### src/rtl/rts_regs.svh
// Constants of the radio top sequencer: field codes and timer defaults
`ifndef RTS_REGS_SVH
`define RTS_REGS_SVH

// ============================================================
// Transition field codes
`define RTS_IDLE_SLEEP        1'b1
`define RTS_START_TO_LP       2'h0
`define RTS_LP_TO_IDLE        1'b1
`define RTS_IDLE_TO_RX        1'b1
`define RTS_IDLE_TO_TX        1'b0
`define RTS_RX_OFF_ON_PRE     3'h6
`define RTS_RX_OFF_ON_SYNC    3'h5
`define RTS_EXP_TO_LP         2'h2
`define RTS_TX_TO_LP          1'b0
`define RTS_PRE_ROUTE_CODE    2'h3
// ============================================================
// Timer tick: 64 us base at 100 MHz
`define RTS_TICK_NS           64000
`define RTS_CLK_NS            10
`define RTS_TICK_CYC          (`RTS_TICK_NS / `RTS_CLK_NS)
// ============================================================
// CRC
`define RTS_POLY_CCITT        16'h1021
`define RTS_POLY_IBM          16'h8005
`define RTS_SEED_CCITT        16'h1D0F
`define RTS_SEED_IBM          16'hFFFF

`endif

### src/rtl/rts_pkg.sv
// Types shared by the radio top sequencer ends
package rts_pkg;
	typedef enum logic [5:0] {
		RTS_OFF   = 6'h01,
		RTS_LP    = 6'h02,
		RTS_IDLE  = 6'h04,
		RTS_RX    = 6'h08,
		RTS_TX    = 6'h10,
		RTS_RXPRE = 6'h20
	} rts_state_t;
	typedef enum logic [1:0] {
		RTS_RADIO_SLEEP = 2'h0,
		RTS_RADIO_RX    = 2'h1,
		RTS_RADIO_TX    = 2'h2
	} rts_radio_t;
endpackage

### src/rtl/rts_if.sv
// Interface joining the sequencer device to its host controller
`timescale 1ns/1ps
`default_nettype none
interface rts_if;
	import rts_pkg::*;
	// Configuration driven by the host
	logic       start;
	logic       seq_halt_bit;
	logic       idle_kind_select;
	logic [1:0] after_launch_transition;
	logic       low_power_target_select;
	logic       after_idle_transition;
	logic [2:0] after_rx_transition;
	logic [1:0] after_rx_expiry_transition;
	logic       after_tx_transition;
	logic       repeat_tx_enable;
	logic       preamble_route_select;
	logic [1:0] pin_four_map;
	logic [7:0] sleep_interval_timer;
	logic [7:0] listen_interval_timer;
	logic [7:0] preamble_wait_limit;
	logic       crc_ibm;
	// Device status
	logic       irq_pin_four;
	logic       irq_pin_two;
	logic       seq_running;
	logic       packet_irq;
	rts_radio_t radio_mode;
	logic [15:0] crc_value;
	modport dev (
		input  start, seq_halt_bit, idle_kind_select, after_launch_transition,
		       low_power_target_select, after_idle_transition, after_rx_transition,
		       after_rx_expiry_transition, after_tx_transition, repeat_tx_enable,
		       preamble_route_select, pin_four_map, sleep_interval_timer,
		       listen_interval_timer, preamble_wait_limit, crc_ibm,
		output irq_pin_four, irq_pin_two, seq_running, packet_irq, radio_mode, crc_value
	);
	modport host (
		output start, seq_halt_bit, idle_kind_select, after_launch_transition,
		       low_power_target_select, after_idle_transition, after_rx_transition,
		       after_rx_expiry_transition, after_tx_transition, repeat_tx_enable,
		       preamble_route_select, pin_four_map, sleep_interval_timer,
		       listen_interval_timer, preamble_wait_limit, crc_ibm,
		input  irq_pin_four, irq_pin_two, seq_running, packet_irq, radio_mode, crc_value
	);
endinterface
`default_nettype wire

### src/rtl/rts_crc.sv
// Serial packet checksum engine, CCITT or IBM polynomial
`timescale 1ns/1ps
`default_nettype none
`include "rts_regs.svh"
module rts_crc
	import rts_pkg::*;
(
	input  wire logic        i_mclk,
	input  wire logic        i_rst_n,
	input  wire logic        i_ibm,
	input  wire logic        i_clear,
	input  wire logic        i_byte_valid,
	input  wire logic [7:0]  i_byte,
	output logic      [15:0] o_crc
);
	logic [15:0] crc_q;

	// One byte, most significant bit first
	function automatic logic [15:0] rts_crc_byte(input logic [15:0] c, input logic [7:0] d,
	                                             input logic [15:0] p);
		logic [15:0] r;
		r = c;
		for (int i = 7; i >= 0; i--) begin
			if (r[15] ^ d[i]) begin
				r = {r[14:0], 1'b0} ^ p;
			end else begin
				r = {r[14:0], 1'b0};
			end
		end
		return r;
	endfunction

	// ============================================================
	// Running remainder
	always_ff @(posedge i_mclk or negedge i_rst_n) begin
		if (!i_rst_n) begin
			crc_q <= `RTS_SEED_CCITT;
		end else if (i_clear) begin
			crc_q <= i_ibm ? `RTS_SEED_IBM : `RTS_SEED_CCITT;
		end else if (i_byte_valid) begin
			crc_q <= rts_crc_byte(crc_q, i_byte, i_ibm ? `RTS_POLY_IBM : `RTS_POLY_CCITT);
		end
	end

	// CCITT result is inverted, IBM result is used as is
	assign o_crc = i_ibm ? crc_q : ~crc_q;
endmodule
`default_nettype wire

### src/rtl/rts_device.sv
// Radio top sequencer: listen and beacon scenarios
`timescale 1ns/1ps
`default_nettype none
`include "rts_regs.svh"
// Overview of operation
// Listen mostly idles, RX windows periodically
// Preamble listen wakes every T1+T2, RX T2
// Preamble found stops sequencer, stays RX
// Packet received raises host interrupt
// Preamble event on pin four, code 11
// Listen_interval_timer bounds RX while no preamble
// Sender preamble at least T1+2*T2
// Sync listen: RX only for expiry window
// Preamble then no sync: resume polling
// Sync match: interrupt, stop, stay RX
// After-RX code 101 stops on sync
// Host sets T1 to 64 us minimum
// Sender preamble is T2 minus sync time
// Beacon repeats payload with enable bit
// Beacon TX each period, idle on done
// Beacon loops until halt bit set
// After-TX code 0 returns to low power
// CCITT checksum, bitwise per byte
// Example field settings as listed
// IBM mode; CCITT result inverted
module rts_device
	import rts_pkg::*;
(
	input  wire logic        i_mclk,
	input  wire logic        i_rst_n,
	rts_if.dev               bus,
	input  wire logic        i_preamble_found_event,
	input  wire logic        i_sync_word_match_event,
	input  wire logic        i_payload_complete_event,
	input  wire logic        i_transmit_done_event,
	input  wire logic        i_byte_valid,
	input  wire logic [7:0]  i_byte,
	output logic             o_rc_only,
	output logic             o_tx_launch
);
	rts_state_t  state_q;
	logic [15:0] tick_cnt_q;
	logic        tick;
	logic [7:0]  tmr_q;
	logic        t2_phase_q;
	logic [7:0]  win_q;
	logic [7:0]  extra_q;
	logic        pre_s1_q, pre_s2_q, syn_s1_q, syn_s2_q, pay_s1_q, pay_s2_q, txd_s1_q, txd_s2_q;
	logic        pre_lat_q, syn_lat_q, irq_q;

	// Timer length in ticks; zero treated as one to keep the loop alive
	function automatic logic [7:0] rts_len(input logic [7:0] v);
		return (v == 8'h00) ? 8'h01 : v;
	endfunction

	// ============================================================
	// Event pins come from the radio domain: two flops each
	always_ff @(posedge i_mclk or negedge i_rst_n) begin
		if (!i_rst_n) begin
			{pre_s1_q, pre_s2_q, syn_s1_q, syn_s2_q} <= 4'h0;
			{pay_s1_q, pay_s2_q, txd_s1_q, txd_s2_q} <= 4'h0;
		end else begin
			pre_s1_q <= i_preamble_found_event;
			pre_s2_q <= pre_s1_q;
			syn_s1_q <= i_sync_word_match_event;
			syn_s2_q <= syn_s1_q;
			pay_s1_q <= i_payload_complete_event;
			pay_s2_q <= pay_s1_q;
			txd_s1_q <= i_transmit_done_event;
			txd_s2_q <= txd_s1_q;
		end
	end

	// ============================================================
	// 64 us timer base enable
	always_ff @(posedge i_mclk or negedge i_rst_n) begin
		if (!i_rst_n) begin
			tick_cnt_q <= 16'h0000;
		end else if (tick_cnt_q == 16'(`RTS_TICK_CYC - 1)) begin
			tick_cnt_q <= 16'h0000;
		end else begin
			tick_cnt_q <= tick_cnt_q + 16'h0001;
		end
	end
	assign tick = (tick_cnt_q == 16'(`RTS_TICK_CYC - 1));

	// ============================================================
	// Sequencer state machine
	always_ff @(posedge i_mclk or negedge i_rst_n) begin
		if (!i_rst_n) begin
			state_q    <= RTS_OFF;
			tmr_q      <= 8'h00;
			win_q      <= 8'h00;
			t2_phase_q <= 1'b0;
			extra_q    <= 8'h00;
		end else if (bus.seq_halt_bit) begin
			state_q <= RTS_OFF;
			extra_q <= 8'h00;
		end else begin
			unique case (state_q)
				RTS_OFF: begin
					if (bus.start && bus.after_launch_transition == `RTS_START_TO_LP) begin
						state_q <= RTS_LP;
					end
				end
				RTS_LP: begin
					// Idle lasts sleep_interval_timer plus the unused part of listen_interval_timer, so the
					// period stays T1+T2; the 8-bit sum wraps if both are very long
					extra_q <= 8'h00;
					if (bus.low_power_target_select == `RTS_LP_TO_IDLE) begin
						state_q    <= RTS_IDLE;
						tmr_q      <= rts_len(bus.sleep_interval_timer) + extra_q;
						t2_phase_q <= 1'b0;
					end else begin
						state_q <= RTS_OFF;
					end
				end
				RTS_IDLE: begin
					// Sleep_interval_timer expiry wakes RX or TX; radio is RC-only meanwhile
					if (tick && tmr_q == 8'h01) begin
						tmr_q <= rts_len(bus.listen_interval_timer);
						win_q <= rts_len(bus.preamble_wait_limit);
						if (bus.after_idle_transition == `RTS_IDLE_TO_RX) begin
							state_q <= RTS_RX;
						end else if (bus.repeat_tx_enable) begin
							state_q <= RTS_TX;
						end else begin
							state_q <= RTS_OFF;
						end
					end else if (tick) begin
						tmr_q <= tmr_q - 8'h01;
					end
				end
				RTS_RX: begin
					if (bus.after_rx_transition == `RTS_RX_OFF_ON_PRE && pre_s2_q) begin
						state_q <= RTS_RXPRE;
					end else if (bus.after_rx_transition == `RTS_RX_OFF_ON_SYNC && syn_s2_q) begin
						state_q <= RTS_RXPRE;
					end else if (bus.after_rx_transition == `RTS_RX_OFF_ON_SYNC && pre_s2_q) begin
						t2_phase_q <= 1'b1;
					end
					if (tick) begin
						tmr_q <= tmr_q - 8'h01;
						if (win_q != 8'h00) begin
							win_q <= win_q - 8'h01;
						end
					end
					// Expiry window ends RX unless a preamble was seen
					if (tick && bus.after_rx_transition == `RTS_RX_OFF_ON_SYNC && !t2_phase_q
					    && !pre_s2_q && win_q == 8'h01
					    && bus.after_rx_expiry_transition == `RTS_EXP_TO_LP) begin
						state_q <= RTS_LP;
						extra_q <= tmr_q - 8'h01;
					end else if (tick && tmr_q == 8'h01 && !syn_s2_q
					             && !(bus.after_rx_transition == `RTS_RX_OFF_ON_PRE && pre_s2_q)) begin
						state_q <= RTS_LP;
					end
				end
				RTS_TX: begin
					// Packet sent returns to low power; rest of listen_interval_timer moves to idle
					if (tick && tmr_q != 8'h00) begin
						tmr_q <= tmr_q - 8'h01;
					end
					if (txd_s2_q && bus.after_tx_transition == `RTS_TX_TO_LP) begin
						state_q <= RTS_LP;
						extra_q <= (tick && tmr_q != 8'h00) ? tmr_q - 8'h01 : tmr_q;
					end
				end
				RTS_RXPRE: begin
					// Sequencer off, receiver held until host changes mode
					if (!bus.start) begin
						state_q <= RTS_OFF;
					end
				end
			endcase
		end
	end

	// ============================================================
	// Event latches feeding the interrupt pins; set wins over clear
	always_ff @(posedge i_mclk or negedge i_rst_n) begin
		if (!i_rst_n) begin
			pre_lat_q <= 1'b0;
			syn_lat_q <= 1'b0;
			irq_q     <= 1'b0;
		end else begin
			pre_lat_q <= pre_s2_q || (pre_lat_q && state_q != RTS_OFF);
			syn_lat_q <= syn_s2_q || (syn_lat_q && state_q != RTS_OFF);
			irq_q     <= pay_s2_q || (irq_q && bus.start);
		end
	end

	// Pin four only carries the preamble event with code 11 and route bit set
	assign bus.irq_pin_four = pre_lat_q && bus.pin_four_map == `RTS_PRE_ROUTE_CODE
	                          && bus.preamble_route_select;
	assign bus.irq_pin_two  = syn_lat_q;
	assign bus.packet_irq   = irq_q;
	assign bus.seq_running  = (state_q != RTS_OFF) && (state_q != RTS_RXPRE);
	assign bus.radio_mode   = (state_q == RTS_RX || state_q == RTS_RXPRE) ? RTS_RADIO_RX :
	                          (state_q == RTS_TX) ? RTS_RADIO_TX : RTS_RADIO_SLEEP;
	assign o_rc_only        = (state_q == RTS_IDLE) && (bus.idle_kind_select == `RTS_IDLE_SLEEP);
	assign o_tx_launch      = (state_q == RTS_TX);

	// ============================================================
	// Packet checksum
	rts_crc u_crc (
		.i_mclk       (i_mclk),
		.i_rst_n      (i_rst_n),
		.i_ibm        (bus.crc_ibm),
		.i_clear      (state_q == RTS_LP),
		.i_byte_valid (i_byte_valid),
		.i_byte       (i_byte),
		.o_crc        (bus.crc_value)
	);
endmodule
`default_nettype wire

### src/flat_wrapper.sv
// flat-port wrapper written by rule: the top's interface ports become plain ports
module rts_device_flat import rts_pkg::*;
  (i_mclk, i_rst_n, i_preamble_found_event, i_sync_word_match_event, i_payload_complete_event, i_transmit_done_event, i_byte_valid, i_byte, o_rc_only, o_tx_launch, bus_start, bus_seq_halt_bit, bus_idle_kind_select, bus_after_launch_transition, bus_low_power_target_select, bus_after_idle_transition, bus_after_rx_transition, bus_after_rx_expiry_transition, bus_after_tx_transition, bus_repeat_tx_enable, bus_preamble_route_select, bus_pin_four_map, bus_sleep_interval_timer, bus_listen_interval_timer, bus_preamble_wait_limit, bus_crc_ibm, bus_irq_pin_four, bus_irq_pin_two, bus_seq_running, bus_packet_irq, bus_radio_mode, bus_crc_value);
  rts_if bus_i ();
  input  wire logic i_mclk;
  input  wire logic i_rst_n;
  input  wire logic i_preamble_found_event;
  input  wire logic i_sync_word_match_event;
  input  wire logic i_payload_complete_event;
  input  wire logic i_transmit_done_event;
  input  wire logic i_byte_valid;
  input  wire logic [7:0] i_byte;
  output logic o_rc_only;
  output logic o_tx_launch;
  input wire logic [$bits(bus_i.start)-1:0] bus_start;
  input wire logic [$bits(bus_i.seq_halt_bit)-1:0] bus_seq_halt_bit;
  input wire logic [$bits(bus_i.idle_kind_select)-1:0] bus_idle_kind_select;
  input wire logic [$bits(bus_i.after_launch_transition)-1:0] bus_after_launch_transition;
  input wire logic [$bits(bus_i.low_power_target_select)-1:0] bus_low_power_target_select;
  input wire logic [$bits(bus_i.after_idle_transition)-1:0] bus_after_idle_transition;
  input wire logic [$bits(bus_i.after_rx_transition)-1:0] bus_after_rx_transition;
  input wire logic [$bits(bus_i.after_rx_expiry_transition)-1:0] bus_after_rx_expiry_transition;
  input wire logic [$bits(bus_i.after_tx_transition)-1:0] bus_after_tx_transition;
  input wire logic [$bits(bus_i.repeat_tx_enable)-1:0] bus_repeat_tx_enable;
  input wire logic [$bits(bus_i.preamble_route_select)-1:0] bus_preamble_route_select;
  input wire logic [$bits(bus_i.pin_four_map)-1:0] bus_pin_four_map;
  input wire logic [$bits(bus_i.sleep_interval_timer)-1:0] bus_sleep_interval_timer;
  input wire logic [$bits(bus_i.listen_interval_timer)-1:0] bus_listen_interval_timer;
  input wire logic [$bits(bus_i.preamble_wait_limit)-1:0] bus_preamble_wait_limit;
  input wire logic [$bits(bus_i.crc_ibm)-1:0] bus_crc_ibm;
  output wire logic [$bits(bus_i.irq_pin_four)-1:0] bus_irq_pin_four;
  output wire logic [$bits(bus_i.irq_pin_two)-1:0] bus_irq_pin_two;
  output wire logic [$bits(bus_i.seq_running)-1:0] bus_seq_running;
  output wire logic [$bits(bus_i.packet_irq)-1:0] bus_packet_irq;
  output wire logic [$bits(bus_i.radio_mode)-1:0] bus_radio_mode;
  output wire logic [$bits(bus_i.crc_value)-1:0] bus_crc_value;
  assign bus_i.start = bus_start;
  assign bus_i.seq_halt_bit = bus_seq_halt_bit;
  assign bus_i.idle_kind_select = bus_idle_kind_select;
  assign bus_i.after_launch_transition = bus_after_launch_transition;
  assign bus_i.low_power_target_select = bus_low_power_target_select;
  assign bus_i.after_idle_transition = bus_after_idle_transition;
  assign bus_i.after_rx_transition = bus_after_rx_transition;
  assign bus_i.after_rx_expiry_transition = bus_after_rx_expiry_transition;
  assign bus_i.after_tx_transition = bus_after_tx_transition;
  assign bus_i.repeat_tx_enable = bus_repeat_tx_enable;
  assign bus_i.preamble_route_select = bus_preamble_route_select;
  assign bus_i.pin_four_map = bus_pin_four_map;
  assign bus_i.sleep_interval_timer = bus_sleep_interval_timer;
  assign bus_i.listen_interval_timer = bus_listen_interval_timer;
  assign bus_i.preamble_wait_limit = bus_preamble_wait_limit;
  assign bus_i.crc_ibm = bus_crc_ibm;
  assign bus_irq_pin_four = bus_i.irq_pin_four;
  assign bus_irq_pin_two = bus_i.irq_pin_two;
  assign bus_seq_running = bus_i.seq_running;
  assign bus_packet_irq = bus_i.packet_irq;
  assign bus_radio_mode = bus_i.radio_mode;
  assign bus_crc_value = bus_i.crc_value;
  rts_device u_core (.i_mclk(i_mclk), .i_rst_n(i_rst_n), .bus(bus_i), .i_preamble_found_event(i_preamble_found_event), .i_sync_word_match_event(i_sync_word_match_event), .i_payload_complete_event(i_payload_complete_event), .i_transmit_done_event(i_transmit_done_event), .i_byte_valid(i_byte_valid), .i_byte(i_byte), .o_rc_only(o_rc_only), .o_tx_launch(o_tx_launch));
endmodule
### config.mk
export PLATFORM = sky130hd
export DESIGN_NAME = rts_device_flat
export DESIGN_NICKNAME = d
export VERILOG_FILES = /design/src/rtl/rts_pkg.sv /design/src/rtl/rts_if.sv /design/src/rtl/rts_crc.sv /design/src/rtl/rts_device.sv /design/src/flat_wrapper.sv
export VERILOG_INCLUDE_DIRS = /design/src /design/src/rtl
export SDC_FILE = /design/constraint.sdc
export NUM_CORES = 1
export LEC_CHECK = 0
export BUFFER_PORTS_ARGS = -buffer_cell sky130_fd_sc_hd__buf_2
export CORE_MARGIN = 3
export CORE_UTILIZATION = 58
export DETAILED_ROUTE_END_ITERATION = 6
export GPL_TIMING_DRIVEN = 0
export HOLD_SLACK_MARGIN = 0.02
export PLACE_DENSITY = 0.84
export SYNTH_ARGS = -nofsm -noshare
export SYNTH_HDL_FRONTEND = slang
export SYNTH_SLANG_ARGS = --single-unit
export TNS_END_PERCENT = 5
### constraint.sdc
create_clock -name i_mclk -period 2.7 [get_ports i_mclk]
set_input_delay 0.135 -clock i_mclk [delete_from_list [all_inputs] [get_ports i_mclk]]
set_output_delay 0.135 -clock i_mclk [all_outputs]
set_load 0.02 [all_outputs]
==> results.sh, run 1 <==
export IMPL_yosysSeqAreaShare_pct=36.0
export IMPL_cts_made_buffers=9
export IMPL_power_leakage_nw=2.71
export IMPL_start_util_pct=61.4
export IMPL_dieArea_sq_mm=0.0101
export IMPL_gp_congestion=0.964
export IMPL_required_ns=2.92
export IMPL_tightest_slew_ns=0.979
export IMPL_fin_crit_sh_pct=99.7
export IMPL_fp_coreArea_sq_mm=0.00842
export IMPL_fill_cells=648
export IMPL_irDropWorstVdd_uv=446
export IMPL_syn_inst=595
export IMPL_ys_flop_type="dfrtp_1"
export IMPL_gr_total_overflow=0
export IMPL_critPathSlowestCell="or4_4"
export IMPL_preCtsSetupSlack_ns=-0.131
export IMPL_die_w_um=100
export IMPL_startpoint_type="register"
export IMPL_cts_sinks=74
export IMPL_synth_avg_cell_area_sq_um=8.70
export IMPL_synth_edff_count=0
export IMPL_synth_fp_nets=666
export IMPL_slew_headroom_pct=34.2
export IMPL_design_area_sq_mm=0.00619
export IMPL_wl_per_cell_um=16.8
export IMPL_r2r_end="u_core.tmr_q[2]"
export IMPL_critPathCapture="u_core.tmr_q[2]"
export IMPL_synth_top_cell_area_share_pct=31.4
export IMPL_rr_startpoint="u_core.state_q[1]"
export IMPL_clockBufferDepth=2
export IMPL_place_area_sq_mm=0.00574
export IMPL_hold_class="in -> reg"
export IMPL_fmax_mhz=371
export IMPL_cap_violations=0
export IMPL_critPathBufInv=0
export IMPL_boundaryPins=81
export IMPL_reg2reg_depth=8
export IMPL_dp_cells=781
export IMPL_synth_top_area_cell="dfrtp_1"
export IMPL_yosys_warnings=0
export IMPL_synthTopCellsByCount="dfrtp_1 (65), xnor2_1 (55), nor2_1 (53)"
export IMPL_final_core_util_pct=73.5
export IMPL_slew_violations=0
export IMPL_avgViaCountPerCell=6.10
export IMPL_place_hpwl_um=10100
export IMPL_worst_clock_skew_ns=0.0120
export IMPL_grt_use_total_pct=27.4
export IMPL_drive_gt1_share_pct=22.0
export IMPL_p_switching_mw=2.21
export IMPL_arrival_ns=2.92
export IMPL_crit_family="simple AND/OR/NAND/NOR gates"
export IMPL_end_kind="register"
export IMPL_ys_ff_latch=74
export IMPL_r2r_setup_slack_ns=0.007
export IMPL_grt_start_max_net_pins=75
export IMPL_crit_path_start="u_core.state_q[1]"
export IMPL_status="finished, final reports clean"
export IMPL_pwr_share_comb_pct=53.6
export IMPL_path_cells="or4_4 -> nor3b_4 -> nor3_2 -> a211oi_4 -> o21ai_2 -> a221oi_2 -> a21oi_1 -> a2bb2oi_1"
export IMPL_fin_crit_ns=2.69
export IMPL_worstPathMaxFanout=7
export IMPL_drc=0
export IMPL_synth_area_sq_mm=0.00517
export IMPL_yosysUniqueCellTypes=71
export IMPL_async_reset_ff_share_pct=100
export IMPL_nets=775
export IMPL_grt_pass1_wl_um=22300
export IMPL_tns_ns=0
export IMPL_cts_tree="done"
export IMPL_clk_pin_slew_ns=0.08
export IMPL_post_synth_top_count_cell="dfrtp_1"
export IMPL_ys_top_cells_by_area="dfrtp_1 (31%), xnor2_1 (9.3%), dfstp_2 (4.6%)"
export IMPL_vias=4968
export IMPL_setup_violations=0
export IMPL_hold_viol=0
export IMPL_antenna_cells=0
export IMPL_grt_pass1_vias=4726
export IMPL_cp_depth=8
export IMPL_rsz0062_at_grt="true"
export IMPL_p_seq_share_pct=29.8
export IMPL_dieHeight_um=100
export IMPL_dr_pass1_iters=6
export IMPL_portBuffers=80
export IMPL_slowest_delay_ns=0.60
export IMPL_drtIter0Drc=405
export IMPL_h_tree_depth=3
export IMPL_area_growth_pct=19.6
export IMPL_crit_type="reg -> reg"
export IMPL_clockPowerShare_pct=16.6
export IMPL_power_density_mw_per_mm2=863
export IMPL_antenna_found_initial=1
export IMPL_wirelength_um=13600
export IMPL_power_internal_mw=3.13
export IMPL_swShare_pct=41.4
export IMPL_setup_ws_ns=0.00699
export IMPL_clk_insertion_delay_late_ns=0.35
export IMPL_fin_cells=814
export IMPL_root_buffer="clkbuf_8"
export IMPL_rows=33
export IMPL_drtAntennaViolNets=0
[cell usage in the layout, fill, tap and decap left out, drive strengths merged, types with 13 or more instances in the layout]
master  netlist  layout
nand2        48      48
inv          15      15
a21oi        43      43
nand3        17      17
o21ai        52      52
dfrtp        65      65
buf           1      95
xnor2        58      58
nor2         53      53
xor2         22      22
clkbuf       32      43
nor3         22      22
ha           13      13
[how the worst min path moves through the flow]
stage                                   from                     end  slack [ns]  depth (start not counted)
finish                             bus_start   u_core.bus.packet_irq        0.03                          2
CTS                                bus_start   u_core.bus.packet_irq        0.02                          2
floorplan                            i_rst_n  u_core.bus.irq_pin_two       -0.16                          0
global placement    i_payload_complete_event         u_core.pay_s1_q        0.24                          1
detailed placement                   i_rst_n       u_core.extra_q[1]        0.18                          2
global route                       bus_start   u_core.bus.packet_irq        0.04                          2
[flip-flops by register name, indices dropped and copies added, names as in the netlist, 6 cells and up]
name / cells
u_core.win_q: 8
u_core.state_q: 6
u_core.u_crc.crc_q: 16
u_core.extra_q: 8
u_core.tmr_q: 8
u_core.tick_cnt_q: 16
[what timing repair did]
action,in CTS,in global routing
hold buffers,5,0
hold endpoints to repair,69,0
setup endpoints to repair,16,24
gates cloned,0,0
pin swaps,4,6
buffers inserted,2,11
gates resized for setup,4,25
[cells by family after synthesis]
group	after synthesis	share of synthesized area, %
adders and majority gates	14	3.53
DFF	74	36.0
and+or+nand+nor	212	21.4
xor gates and xnor gates	82	15.2
buffers and inverters	50	3.63
muxes	6	1.21
AOI/OAI and AO/OA	157	19.1
[routing by layer]
layer,track usage (%),up-vias,share of wire [%]
met4,8.08,0,1.3
met2,45.1,205,48
met1,37.0,2392,43
met5,0,-,0
met3,5.33,20,7.7
li1,-,2351,-
[cell type report]
| type | instances | area [sq um] | area share [%] |
|---|---|---|---|
| flip-flops and latches | 74 | 1860 | 30.1 |
| repair buffers | 99 | 578 | 9.34 |
| multi-input cells | 471 | 3220 | 52.0 |
| plain buffers | 32 | 126 | 2.04 |
| inverters | 17 | 67.6 | 1.09 |
| clock inverters | 4 | 50.0 | 0.809 |
| clock buffers | 12 | 155 | 2.51 |
| well taps | 105 | 131 | 2.12 |
[through the flow]
| step | hold slack, ns | power (mW) |
|---|---|---|
| floorplan | -0.161 | 3.71 |
| global placement | 0.242 | 4.24 |
| detailed placement | 0.177 | 4.33 |
| CTS | 0.0245 | 5.25 |
| global route | 0.0446 | 5.69 |
| finish | 0.0290 | 5.34 |
[power by group through the flow]
stage               logic, mW  registers [mW]  clock network [mW]
floorplan                2.17            1.54                   0
global placement         2.66            1.58                   0
detailed placement       2.74            1.59                   0
CTS                      2.77            1.57               0.905
global route             3.12            1.62               0.952
finish                   2.86            1.59               0.887
Power figures use the tool's default switching activity.
==> run 2, diff against run 1 <==
Settings changed: BUFFER_PORTS_ARGS -buffer_cell sky130_fd_sc_hd__buf_2 to -buffer_cell sky130_fd_sc_hd__clkbuf_2, SLEW_MARGIN from default to 20.
==> results.sh, run 2 (same netlist as run 1, synthesis figures left out) <==
export IMPL_status="finished, final reports clean"
export IMPL_dr_pass1_iters=5
export IMPL_power_density_mw_per_mm2=879
export IMPL_fin_crit_ns=2.66
export IMPL_area_growth_pct=19.6
export IMPL_portBuffers=80
export IMPL_worstPathMaxFanout=7
export IMPL_worst_clock_skew_ns=0.0119
export IMPL_rsz0062_at_grt="true"
export IMPL_root_buffer="clkbuf_8"
export IMPL_start_util_pct=61.4
export IMPL_hold_viol=0
export IMPL_whs_ns=0.0285
export IMPL_clk_insertion_delay_late_ns=0.36
export IMPL_power_mw=5.44
export IMPL_final_common_cell="clkbuf_2"
export IMPL_cts_sinks=74
export IMPL_tightest_slew_ns=0.754
export IMPL_die_w_um=100
export IMPL_grt_use_total_pct=28.0
export IMPL_dp_cells=781
export IMPL_boundaryPins=81
export IMPL_nets=772
export IMPL_clk_pin_slew_ns=0.08
export IMPL_dieHeight_um=100
export IMPL_most_common_layout_cells="clkbuf_2 (82), dfrtp_1 (65), xnor2_1 (51)"
export IMPL_antenna_found_initial=0
export IMPL_place_area_sq_mm=0.00574
export IMPL_required_ns=2.94
export IMPL_gp_congestion=0.943
export IMPL_vias=4987
export IMPL_grt_pass1_vias=4676
export IMPL_dieArea_sq_mm=0.0101
export IMPL_h_tree_depth=3
export IMPL_avgViaCountPerCell=6.16
export IMPL_drtAntennaViolNets=0
export IMPL_wirelength_um=14000
export IMPL_fp_coreArea_sq_mm=0.00842
export IMPL_drive_gt1_share_pct=21.4
export IMPL_grt_start_max_net_pins=48
export IMPL_power_leakage_nw=2.72
export IMPL_place_hpwl_um=10200
export IMPL_fin_cells=810
export IMPL_drtIter0Drc=404
export IMPL_fin_crit_sh_pct=98.6
export IMPL_gr_total_overflow=0
export IMPL_startpoint_type="register"
export IMPL_slew_violations=0
export IMPL_cts_made_buffers=9
export IMPL_fmax_mhz=376
export IMPL_design_area_sq_mm=0.00619
export IMPL_arrival_ns=2.90
export IMPL_cts_tree="done"
export IMPL_clockBufferDepth=2
export IMPL_drc=0
export IMPL_final_core_util_pct=73.5
export IMPL_end_kind="register"
export IMPL_r2r_setup_slack_ns=0.04
export IMPL_biggestRegsByFlops="u_core.tick_cnt_q x16, u_core.u_crc.crc_q x16"
export IMPL_setup_violations=0
export IMPL_min_path_cells=2
export IMPL_crit_type="reg -> reg"
export IMPL_reg2reg_depth=9
export IMPL_rows=33
export IMPL_slew_headroom_pct=49.7
export IMPL_irDropWorstVdd_uv=479
export IMPL_cap_violations=0
export IMPL_antenna_cells=0
export IMPL_hold_class="in -> reg"
export IMPL_grt_pass1_wl_um=22600
export IMPL_wl_per_cell_um=17.3
## run 2: per-stage QoR
step / setup TNS, ns / setup slack [ns]
floorplan: 0 / 0.299
global placement: -0.407 / -0.108
detailed placement: -1.12 / -0.217
CTS: -0.0177 / -0.0106
global route: -0.464 / -0.0877
finish: 0 / 0.0389
## run 2: power breakdown
group | total (mW) | switching, mW | internal (mW)
Combinational | 2.88 | 1.59 | 1.29
Clock | 0.964 | 0.425 | 0.539
Sequential | 1.60 | 0.234 | 1.36
Total | 5.44 | 2.25 | 3.19
## run 2: area by class of cell
cell class | instances | area (sq um)
repair buffers | 97 | 563
plain buffers | 31 | 120
clock inverters | 5 | 78.8
clock buffers | 10 | 138
flip-flops and latches | 74 | 1860
inverters | 17 | 67.6
well taps | 105 | 131
multi-input cells | 471 | 3230
fillers | 651 | 2230
## run 2: final timing paths
kind,start,end
setup reg to reg,u_core.tick_cnt_q[0],u_core.tmr_q[3]
min in group asynchronous,i_rst_n,u_core.tmr_q[3]
hold reg to reg,u_core.pay_s1_q,u_core.pay_s2_q
max in group asynchronous,i_rst_n,u_core.u_crc.crc_q[1]
hold / removal,bus_start,u_core.bus.packet_irq
setup / recovery,u_core.tick_cnt_q[0],u_core.tmr_q[3]
## run 2: layer usage
| layer | global-route usage [%] | wire (um) |
|---|---|---|
| met5 | 0 | 0 |
| met3 | 6.23 | 1190 |
| met4 | 10.4 | 352 |
| met1 | 37.5 | 5750 |
| met2 | 44.5 | 6700 |
## run 2: what timing repair did
action | 4_1_cts | 5_1_grt
endpoints found under the hold margin | 31 | 0
gates resized for setup | 6 | 19
buffers inserted | 3 | 8
endpoints found under the setup margin | 19 | 24
pin swaps | 4 | 5
hold buffers | 5 | 0
## run 2: critical path, cell delays in order (launching register included)
cell,delay (ns)
dfrtp_1,0.40
ha_1,0.22
nand2_1,0.13
or3_1,0.41
or3_1,0.49
a21oi_4,0.28
nor2_1,0.13
o2bb2ai_1,0.16
a221oi_1,0.22
o21ai_1,0.10
